File: config.mk
export PLATFORM = sky130hd
export DESIGN_NAME = sar_seq
export DESIGN_NICKNAME = d
export VERILOG_FILES = /design/src/sync2.v /design/src/half_period_div.v /design/src/sar_seq.v
export VERILOG_INCLUDE_DIRS = /design/src
export SDC_FILE = /design/constraint.sdc
export NUM_CORES = 1
export LEC_CHECK = 0
export BUFFER_PORTS_ARGS = -buffer_cell sky130_fd_sc_hd__buf_4
export CORE_ASPECT_RATIO = 1.25
export CORE_MARGIN = 10
export CORE_UTILIZATION = 50
export CTS_CLUSTER_SIZE = 28
export DETAILED_ROUTE_END_ITERATION = 6
export PLACE_DENSITY = 0.8
export SETUP_SLACK_MARGIN = 0.15
export SLEW_MARGIN = 20
export SYNTH_ARGS = -nofsm -noshare
export SYNTH_HDL_FRONTEND = slang
export SYNTH_SLANG_ARGS = --single-unit
File: constraint.sdc
create_clock -name clk -period 4.8 [get_ports clk]
set_input_delay 0.72 -clock clk [delete_from_list [all_inputs] [get_ports clk]]
set_output_delay 0.72 -clock clk [all_outputs]
set_load 0.02 [all_outputs]
File: src/sar_seq_consts.vh
// Offsets, field positions, reset values and timing counts of the sequencer
`ifndef SAR_SEQ_CONSTS_VH
`define SAR_SEQ_CONSTS_VH

// ****************************************************************
// Register offsets (byte addresses)
// ****************************************************************
`define OFS_CTRL 8'h00
`define OFS_CLKDIV 8'h04
`define OFS_STATUS 8'h08
`define OFS_MASK 8'h0C
`define OFS_RESULT 8'h10

// ****************************************************************
// Field positions
// ****************************************************************
`define CTRL_EXT_BIT 0
`define CTRL_RES_LSB 8
`define CTRL_RES_MSB 12
`define ST_DONE_BIT 0
`define ST_WIDTH_BIT 1
`define RESULT_BUSY_BIT 16

// ****************************************************************
// Reset and conversion start values
// ****************************************************************
`define RES_FULL 5'h10
`define CLKDIV_RST 16'h006B
`define DATA_N_RST 16'hFFFF
`define SAR_INIT 16'h8000

// ****************************************************************
// Timing
// ****************************************************************
`define CLK_PERIOD_NS 5
`define BUSY_LAG_NS 20
`define PULSE_MIN_NS 100
`define PULSE_MAX_NS 700
`define STEPS_FULL 17
// Least times round up, longest times round down
`define BUSY_LAG_CYC ((`BUSY_LAG_NS + `CLK_PERIOD_NS - 1) / `CLK_PERIOD_NS)
`define PULSE_MIN_CYC ((`PULSE_MIN_NS + `CLK_PERIOD_NS - 1) / `CLK_PERIOD_NS)
`define PULSE_MAX_CYC (`PULSE_MAX_NS / `CLK_PERIOD_NS)

`endif

File: src/sync2.v
// Two-flop synchroniser for asynchronous pin inputs
`timescale 1ns/1ps
module sync2 #(
	parameter W = 2
) (
	input wire clk,
	input wire srst,
	input wire [W-1:0] din,
	output wire [W-1:0] dout
);
	reg [W-1:0] meta_reg;
	reg [W-1:0] sync_reg;

	// First stage feeds only the second stage
	always @(posedge clk) begin
		if (srst) begin
			meta_reg <= {W{1'b1}};
			sync_reg <= {W{1'b1}};
		end else begin
			meta_reg <= din;
			sync_reg <= meta_reg;
		end
	end

	assign dout = sync_reg;
endmodule // sync2

File: src/half_period_div.v
// Divider giving a one-cycle enable at each half period of the gated clock
`timescale 1ns/1ps
module half_period_div (
	input wire clk,
	input wire srst,
	input wire run,
	input wire restart,
	input wire [15:0] half,
	output reg tick
);
	reg [15:0] cnt_reg;

	always @(posedge clk) begin
		if (srst || restart || !run) begin
			cnt_reg <= 16'h0000;
			tick <= 1'b0;
		end else if (cnt_reg + 16'h0001 >= half) begin
			cnt_reg <= 16'h0000;
			tick <= 1'b1;
		end else begin
			cnt_reg <= cnt_reg + 16'h0001;
			tick <= 1'b0;
		end
	end
endmodule // half_period_div

File: src/sar_seq.v
// Successive-approximation sequencer with gated clock and result outputs
`timescale 1ns/1ps
`include "sar_seq_consts.vh"

// Notes on behaviour
// - Trigger sets busy, clock runs 17 cycles
// - Trigger trailing edge initialises register and flags
// - MSB trial first, one decision per clock
// - Busy clears after last decision
// - Busy low forces gated clock low
// - Data outputs change only on gated rising edges
// - Results driven negative-true
// - Straight or offset binary, both inverted
// - Parallel data valid 20 ns before busy falls
// - Serial output MSB first, NRZ
// - Serial bit valid soon after rising edge
// - Early stop after bit above chosen output
// - Resolutions 8,10,12,13,14,15 else full 16
// - External mode steps once per trigger pulse
module sar_seq (
	input wire clk,
	input wire srst,
	input wire [7:0] avs_address,
	input wire avs_read,
	input wire avs_write,
	input wire [31:0] avs_writedata,
	input wire [3:0] avs_byteenable,
	output reg [31:0] avs_readdata,
	output reg avs_waitrequest,
	output reg irq,
	input wire convert_start_n,
	input wire comp_keep,
	output reg busy,
	output reg gated_clk,
	output reg [15:0] data_n,
	output reg serial_n
);
	// ****************************************************************
	// States
	// ****************************************************************
	localparam [1:0] S_IDLE = 2'b00;
	localparam [1:0] S_ARMED = 2'b01;
	localparam [1:0] S_RUN = 2'b10;
	localparam [1:0] S_TAIL = 2'b11;

	localparam integer LAG_CYC = `BUSY_LAG_CYC;
	localparam integer PMIN_CYC = `PULSE_MIN_CYC;
	localparam integer PMAX_CYC = `PULSE_MAX_CYC;
	localparam [2:0] LAG = LAG_CYC[2:0];
	localparam [7:0] PMIN = PMIN_CYC[7:0];
	localparam [7:0] PMAX = PMAX_CYC[7:0];

	// ****************************************************************
	// Pin synchronisation and trigger edges
	// ****************************************************************
	wire [1:0] pins_s;
	wire trig_s;
	wire comp_s;
	reg trig_d_reg;
	wire trig_fall;
	wire trig_rise;

	sync2 #(.W(2)) u_sync (
		.clk(clk),
		.srst(srst),
		.din({convert_start_n, comp_keep}),
		.dout(pins_s)
	);

	assign trig_s = pins_s[1];
	assign comp_s = pins_s[0];
	assign trig_fall = trig_d_reg & ~trig_s;
	assign trig_rise = ~trig_d_reg & trig_s;

	always @(posedge clk) begin
		if (srst)
			trig_d_reg <= 1'b1;
		else
			trig_d_reg <= trig_s;
	end

	// ****************************************************************
	// Registers
	// ****************************************************************
	reg ext_mode_reg;
	reg [4:0] res_reg;
	reg [15:0] half_reg;
	reg [1:0] status_reg;
	reg [1:0] mask_reg;
	reg [15:0] sar_reg;
	reg [15:0] sar_next;
	reg [1:0] state_reg;
	reg [4:0] step_reg;
	reg [2:0] lag_reg;
	reg [7:0] width_reg;
	reg done_ev;
	reg width_ev;
	wire wr_acc;
	wire div_tick;
	wire rise_step;
	reg div_restart;

	// Request accepted in the cycle waitrequest is low
	assign wr_acc = avs_write & ~avs_waitrequest;

	// Unlisted resolutions fall back to full
	function [4:0] legal_res;
		input [4:0] r;
		begin
			case (r)
				5'h08, 5'h0A, 5'h0C, 5'h0D, 5'h0E, 5'h0F: legal_res = r;
				default: legal_res = `RES_FULL;
			endcase
		end
	endfunction

	always @(posedge clk) begin
		if (srst) begin
			ext_mode_reg <= 1'b0;
			res_reg <= `RES_FULL;
			half_reg <= `CLKDIV_RST;
			mask_reg <= 2'b00;
		end else if (wr_acc) begin
			case (avs_address)
				`OFS_CTRL: begin
					if (avs_byteenable[0])
						ext_mode_reg <= avs_writedata[`CTRL_EXT_BIT];
					if (avs_byteenable[1])
						res_reg <= legal_res(
							avs_writedata[`CTRL_RES_MSB:`CTRL_RES_LSB]);
				end
				`OFS_CLKDIV: begin
					// Zero would make the divider tick every cycle
					if (avs_byteenable[1:0] == 2'b11 &&
						avs_writedata[15:0] != 16'h0000)
						half_reg <= avs_writedata[15:0];
				end
				`OFS_MASK: begin
					if (avs_byteenable[0])
						mask_reg <= avs_writedata[1:0];
				end
				default: begin
				end
			endcase
		end
	end

	// Sticky events; a new event wins over a write-one clear
	always @(posedge clk) begin
		if (srst) begin
			status_reg <= 2'b00;
		end else begin
			if (wr_acc && avs_address == `OFS_STATUS && avs_byteenable[0])
				status_reg <= (status_reg & ~avs_writedata[1:0]) |
					{width_ev, done_ev};
			else
				status_reg <= status_reg | {width_ev, done_ev};
		end
	end

	always @(posedge clk) begin
		if (srst)
			irq <= 1'b0;
		else
			irq <= |(status_reg & mask_reg);
	end

	// ****************************************************************
	// Avalon-MM slave: one wait cycle, then answer
	// ****************************************************************
	always @(posedge clk) begin
		if (srst) begin
			avs_waitrequest <= 1'b1;
			avs_readdata <= 32'h0000_0000;
		end else if ((avs_read | avs_write) && avs_waitrequest) begin
			avs_waitrequest <= 1'b0;
			avs_readdata <= 32'h0000_0000;
			if (avs_read) begin
				case (avs_address)
					`OFS_CTRL: avs_readdata <= {19'h0_0000, res_reg,
						7'h00, ext_mode_reg};
					`OFS_CLKDIV: avs_readdata <= {16'h0000, half_reg};
					`OFS_STATUS: avs_readdata <= {30'h0000_0000, status_reg};
					`OFS_MASK: avs_readdata <= {30'h0000_0000, mask_reg};
					`OFS_RESULT: avs_readdata <= {15'h0000, busy, ~data_n};
					default: avs_readdata <= 32'h0000_0000;
				endcase
			end
		end else begin
			avs_waitrequest <= 1'b1;
		end
	end

	// ****************************************************************
	// Gated clock timing
	// ****************************************************************
	half_period_div u_div (
		.clk(clk),
		.srst(srst),
		.run(state_reg == S_RUN && !ext_mode_reg),
		.restart(div_restart),
		.half(half_reg),
		.tick(div_tick)
	);

	// Internal mode steps on every second divider tick
	// External mode steps on each pulse end
	assign rise_step = (state_reg == S_RUN) &&
		(ext_mode_reg ? trig_rise : (div_tick && !gated_clk));

	// Pulse width check on the trigger input
	always @(posedge clk) begin
		if (srst) begin
			width_reg <= 8'h00;
			width_ev <= 1'b0;
		end else begin
			width_ev <= 1'b0;
			if (!trig_s) begin
				if (width_reg != 8'hFF)
					width_reg <= width_reg + 8'h01;
			end else begin
				width_reg <= 8'h00;
				if (trig_rise && (width_reg < PMIN || width_reg > PMAX))
					width_ev <= 1'b1;
			end
		end
	end

	// Keep or drop current trial, try next lower
	always @* begin
		sar_next = sar_reg & ~(`SAR_INIT >> step_reg);
		if (comp_s)
			sar_next = sar_next | (`SAR_INIT >> step_reg);
		if (step_reg < 5'h0F)
			sar_next = sar_next | (`SAR_INIT >> (step_reg + 5'h01));
	end

	// ****************************************************************
	// Conversion sequencer
	// ****************************************************************
	always @(posedge clk) begin
		if (srst) begin
			state_reg <= S_IDLE;
			step_reg <= 5'h00;
			lag_reg <= 3'h0;
			sar_reg <= 16'h0000;
			busy <= 1'b0;
			gated_clk <= 1'b0;
			data_n <= `DATA_N_RST;
			serial_n <= 1'b1;
			done_ev <= 1'b0;
			div_restart <= 1'b0;
		end else begin
			done_ev <= 1'b0;
			div_restart <= 1'b0;
			case (state_reg)
				S_IDLE: begin
					if (trig_fall) begin
						busy <= 1'b1;
						state_reg <= S_ARMED;
					end
				end
				S_ARMED: begin
					// Trailing edge initialises, clock starts at t0
					if (trig_rise) begin
						sar_reg <= `SAR_INIT;
						step_reg <= 5'h00;
						// Outputs change on this rising edge
						data_n <= ~`SAR_INIT;
						gated_clk <= 1'b1;
						div_restart <= 1'b1;
						state_reg <= S_RUN;
					end
				end
				S_RUN: begin
					if (rise_step) begin
						gated_clk <= 1'b1;
						sar_reg <= sar_next;
						step_reg <= step_reg + 5'h01;
						// Coding set by analog scaling, same logic
						data_n <= ~sar_next;
						// Each decided bit goes out, MSB first
						// Updated right at the rising edge
						serial_n <= ~comp_s;
						// Early stop after chosen bit count
						if (step_reg + 5'h01 >= res_reg) begin
							lag_reg <= 3'h0;
							state_reg <= S_TAIL;
						end
					end else if (ext_mode_reg ? trig_fall :
						(div_tick && gated_clk)) begin
						gated_clk <= 1'b0;
					end
				end
				S_TAIL: begin
					if (ext_mode_reg ? trig_fall : div_tick)
						gated_clk <= 1'b0;
					if (lag_reg + 3'h1 >= LAG) begin
						busy <= 1'b0;
						// Clock held low until next trigger
						gated_clk <= 1'b0;
						done_ev <= 1'b1;
						state_reg <= S_IDLE;
					end else begin
						lag_reg <= lag_reg + 3'h1;
					end
				end
				default: state_reg <= S_IDLE;
			endcase
		end
	end
endmodule // sar_seq

==> metrics.md <==
| Metric | Value |
|---|---|
| Ys Warns | 0 |
| CTS buffer count | 17 |
| Die span in y | ~150 µm |
| H-tree depth | 4 |
| Deepest clock path buffer count | 2 |
| Final antenna-violating net count | 0 |
| IO Pins | a little over 100 |
| Die X | between 100 and 150 µm |
| Placed insts | 930 |
| Unrepaired setup endpoints after global routing | false |
| Pre-antenna DRT Iters | 5 |
| Vias/cell | approximately 5.7 |
| N_diodes | 0 |
| DIE AREA | 17510 µm² |
| GRT Total Usage | 18.32% |
| Worst EP arrival | between 3 and 4 ns |
| Max FFs per register | 17 |
| Initial Utilization | around half |
| Vias in the first global route | about 5400 |
| Final Hold Viols | 0 |
| Number of cells in the finished layout apart from fillers | 962 |
| Post-CTS Resized | 0 |
| Adder-cell share of the synthesized area | 7.353% |
| Fmax | 306.0 MHz |
| Mean post-synth cell area | 8.684 µm² |
| Post-Route WL | 16.22 mm |
| Hold Slack | 0.4059 ns |
| Setup Crit Path Kind | flip-flop to flip-flop |
| DP HPWL | 11.97 mm |
| Final slew viol count | 0 |
| Seq cells post-synth | 123 |
| CTS tree | done |
| Wire per inst | about 17 µm |
| Final Setup Violations | 0 |
| Layout Nets | around 870 |
| Ys flop type | dfxtp_1 |
| Synth async-reset ratio | 0% |
| Setup Total Neg Slack | 0 ns |
| Max VDD drop | 227.6 µV |
| Via count | 5436 |
| CORE AREA | 12220 µm² |
| Largest net degree at the start of global routing | 53 |
| Postcts setup bufs | 0 |
| CP Max Fanout | 16 |
| Relative slew margins | 36.23% |
| Largest family of logic cells by synthesized area | simple AND/OR/NAND/NOR gates |
| Routability Congestion | 0.8977 |
| Root Buffer | clkbuf_16 |
| EDFF count, synth | 0 |
| Reg-to-reg setup timing slack | about 1.5 ns |
| CP Launch Point | u_div.cnt_reg[0]$_SDFF_PP0_ |
| # hold bufs at CTS | 0 |
| Mapped Area | 6296 µm² |
| P per Cell Area | 364.1 nW/µm² |
| Status | complete, no violations |
| Skew final | 0.006760 ns |
| Seq/Total Area, Yosys | between 30% and 40% |
| Critical hold path startpoint | u_sync.meta_reg[1]$_SDFF_PP1_ |
| Synth-to-Final Area Change | 18.94% |
| Tmin final | 3.268 ns |
| Worst-margin pin slew | 0.9560 ns |
| Worst-skew pair later-pin latency | 0.42 ns |
| Fraction of synthesized cell area in xor and xnor cells | 2.643% |
| DRT iter0 DRCs | 404 |
| CTS Sinks | around 120 |
| Port Buf Inserts | 69 |
| Post-synthesis mux area share | 6.876% |
| Cell variety after synth | 64 |
| Std-Cell Rows | 45 |
| Max-cap violation count | 0 |
| Reg clk slew, reported paths | 0.06 ns |
| First-pass GRT wire length | 26.32 mm |
| Startpoint types | flip-flop |
| DRC Markers | 0 |
| CP Data Required Time | 5.09 ns |
| Initial antenna violation count | 0 |
| GRT overflow | 0 |
| Mapped Cells | 725 |
| Post-Synth Simple-Gate Area | 22.30% |
| Layout cells sized above 1 | 14.66% |
| Leakage dissipation | 3.278 nW |
| Synth Area in Compound Gates | 15.14% |
| Critical Path End Type | flip-flop |
| Reg2reg start | u_div.cnt_reg[0]$_SDFF_PP0_ |
| Worst min-delay path class | flip-flop to flip-flop |
| Final Cycle Share | 68.08% |
| Largest register by flop count | avs_readdata |
## final timing paths
path	cells past startpoint	to
worst max-delay path	11	u_div.cnt_reg[13]$_SDFF_PP0_
worst min-delay path	1	u_sync.dout[1]$_SDFF_PP1_
worst max register to register	11	u_div.cnt_reg[13]$_SDFF_PP0_
worst min register to register	1	u_sync.dout[1]$_SDFF_PP1_
## cells in the mapped netlist (all sizes together) (3+ instances only)
library cell | count | area [µm²]
dfxtp | 123 | 2462
nand2 | 68 | 255.2
nor2 | 57 | 216.5
inv | 47 | 176.4
a21oi | 42 | 210.2
mux2i | 41 | 410.4
ha | 37 | 462.9
o21ai | 31 | 155.2
clkbuf | 27 | 101.4
nor2b | 23 | 143.9
nand3 | 22 | 122.6
a22o | 20 | 175.2
buf | 18 | 132.6
nor3 | 16 | 85.08
nand4 | 14 | 87.58
nor4 | 13 | 81.33
xnor2 | 11 | 96.34
a31oi | 10 | 62.56
and3 | 9 | 56.30
nand2b | 9 | 56.30
o21a | 8 | 60.06
xor2 | 8 | 70.07
a21o | 7 | 52.55
or2 | 7 | 43.79
and2 | 6 | 37.54
nand3b | 4 | 30.03
nor4bb | 4 | 40.04
a221o | 3 | 30.03
a22oi | 3 | 22.52
o211ai | 3 | 22.52
or3 | 3 | 18.77
## report_power, final
part | switching, W | internal [W]
registers | 0.0000238 | 0.00104
logic | 0.000198 | 0.0000956
clock network | 0.000469 | 0.000897
## through the flow
| stage | worst slack (ns) | total power (W) | util, % | area (µm²) |
|---|---|---|---|---|
| after floorplan | 1.889 | 0.001284 | - | 6349 |
| after global placement | 1.626 | 0.001372 | 56.15 | 6860 |
| after detailed placement | 1.569 | 0.001375 | 56.15 | 6860 |
| after CTS | 1.548 | 0.002728 | 61.29 | 7488 |
| after global routing | 1.235 | 0.002810 | 61.29 | 7488 |
| final | 1.532 | 0.002727 | 61.29 | 7488 |
## worst max-delay path, cell delays in order, from the launching register on
cell     delay, ns
dfxtp_1       0.43
ha_1          0.25
nand3_1       0.12
or2_2         0.37
nor2_1        0.15
xor2_1        0.11
ha_1          0.29
nand4_1       0.14
or3_1         0.40
a221o_1       0.31
nand3_1       0.47
nor2b_1       0.10
## cells by family after synthesis
logic type / count (synthesis)
other: 1
adders and majority gates: 37
AOI/OAI and AO/OA: 143
muxes: 42
and+or+nand+nor: 268
xor gates and xnor gates: 19
DFF: 123
buffers and inverters: 92
## layer usage
metal / wire [µm] / GRT usage, % / vias to the layer above
li1: - / - / 2644
met1: 6345 / 19.27 / 2586
met2: 8422 / 32.29 / 156
met3: 817 / 4.302 / 50
met4: 635 / 10.52 / 0
met5: 0 / 0 / -
## cell usage in the layout, fill, tap and decap left out, types with 20 or more instances in the layout
cell type	synthesis	routed
mux2i_1	41	41
ha_1	37	37
o21ai_0	31	31
nor2b_1	23	23
nand3_1	21	21
buf_4	15	72
a22o_1	20	20
nand2_1	68	68
nor2_1	56	56
inv_1	47	47
a21oi_1	42	42
dfxtp_1	123	123
## layout make-up
cell class,instances,area [µm²]
Tap cell,164,205.2
Inverter,47,176.4
Fill cell,1036,4730
Multi-Input combinational cell,524,3476
Clock buffer,22,464.2
Clock inverter,10,163.9
Timing Repair Buffer,72,540.5
Sequential cell,123,2462
No activity file was read; power rests on OpenSTA's default activity.
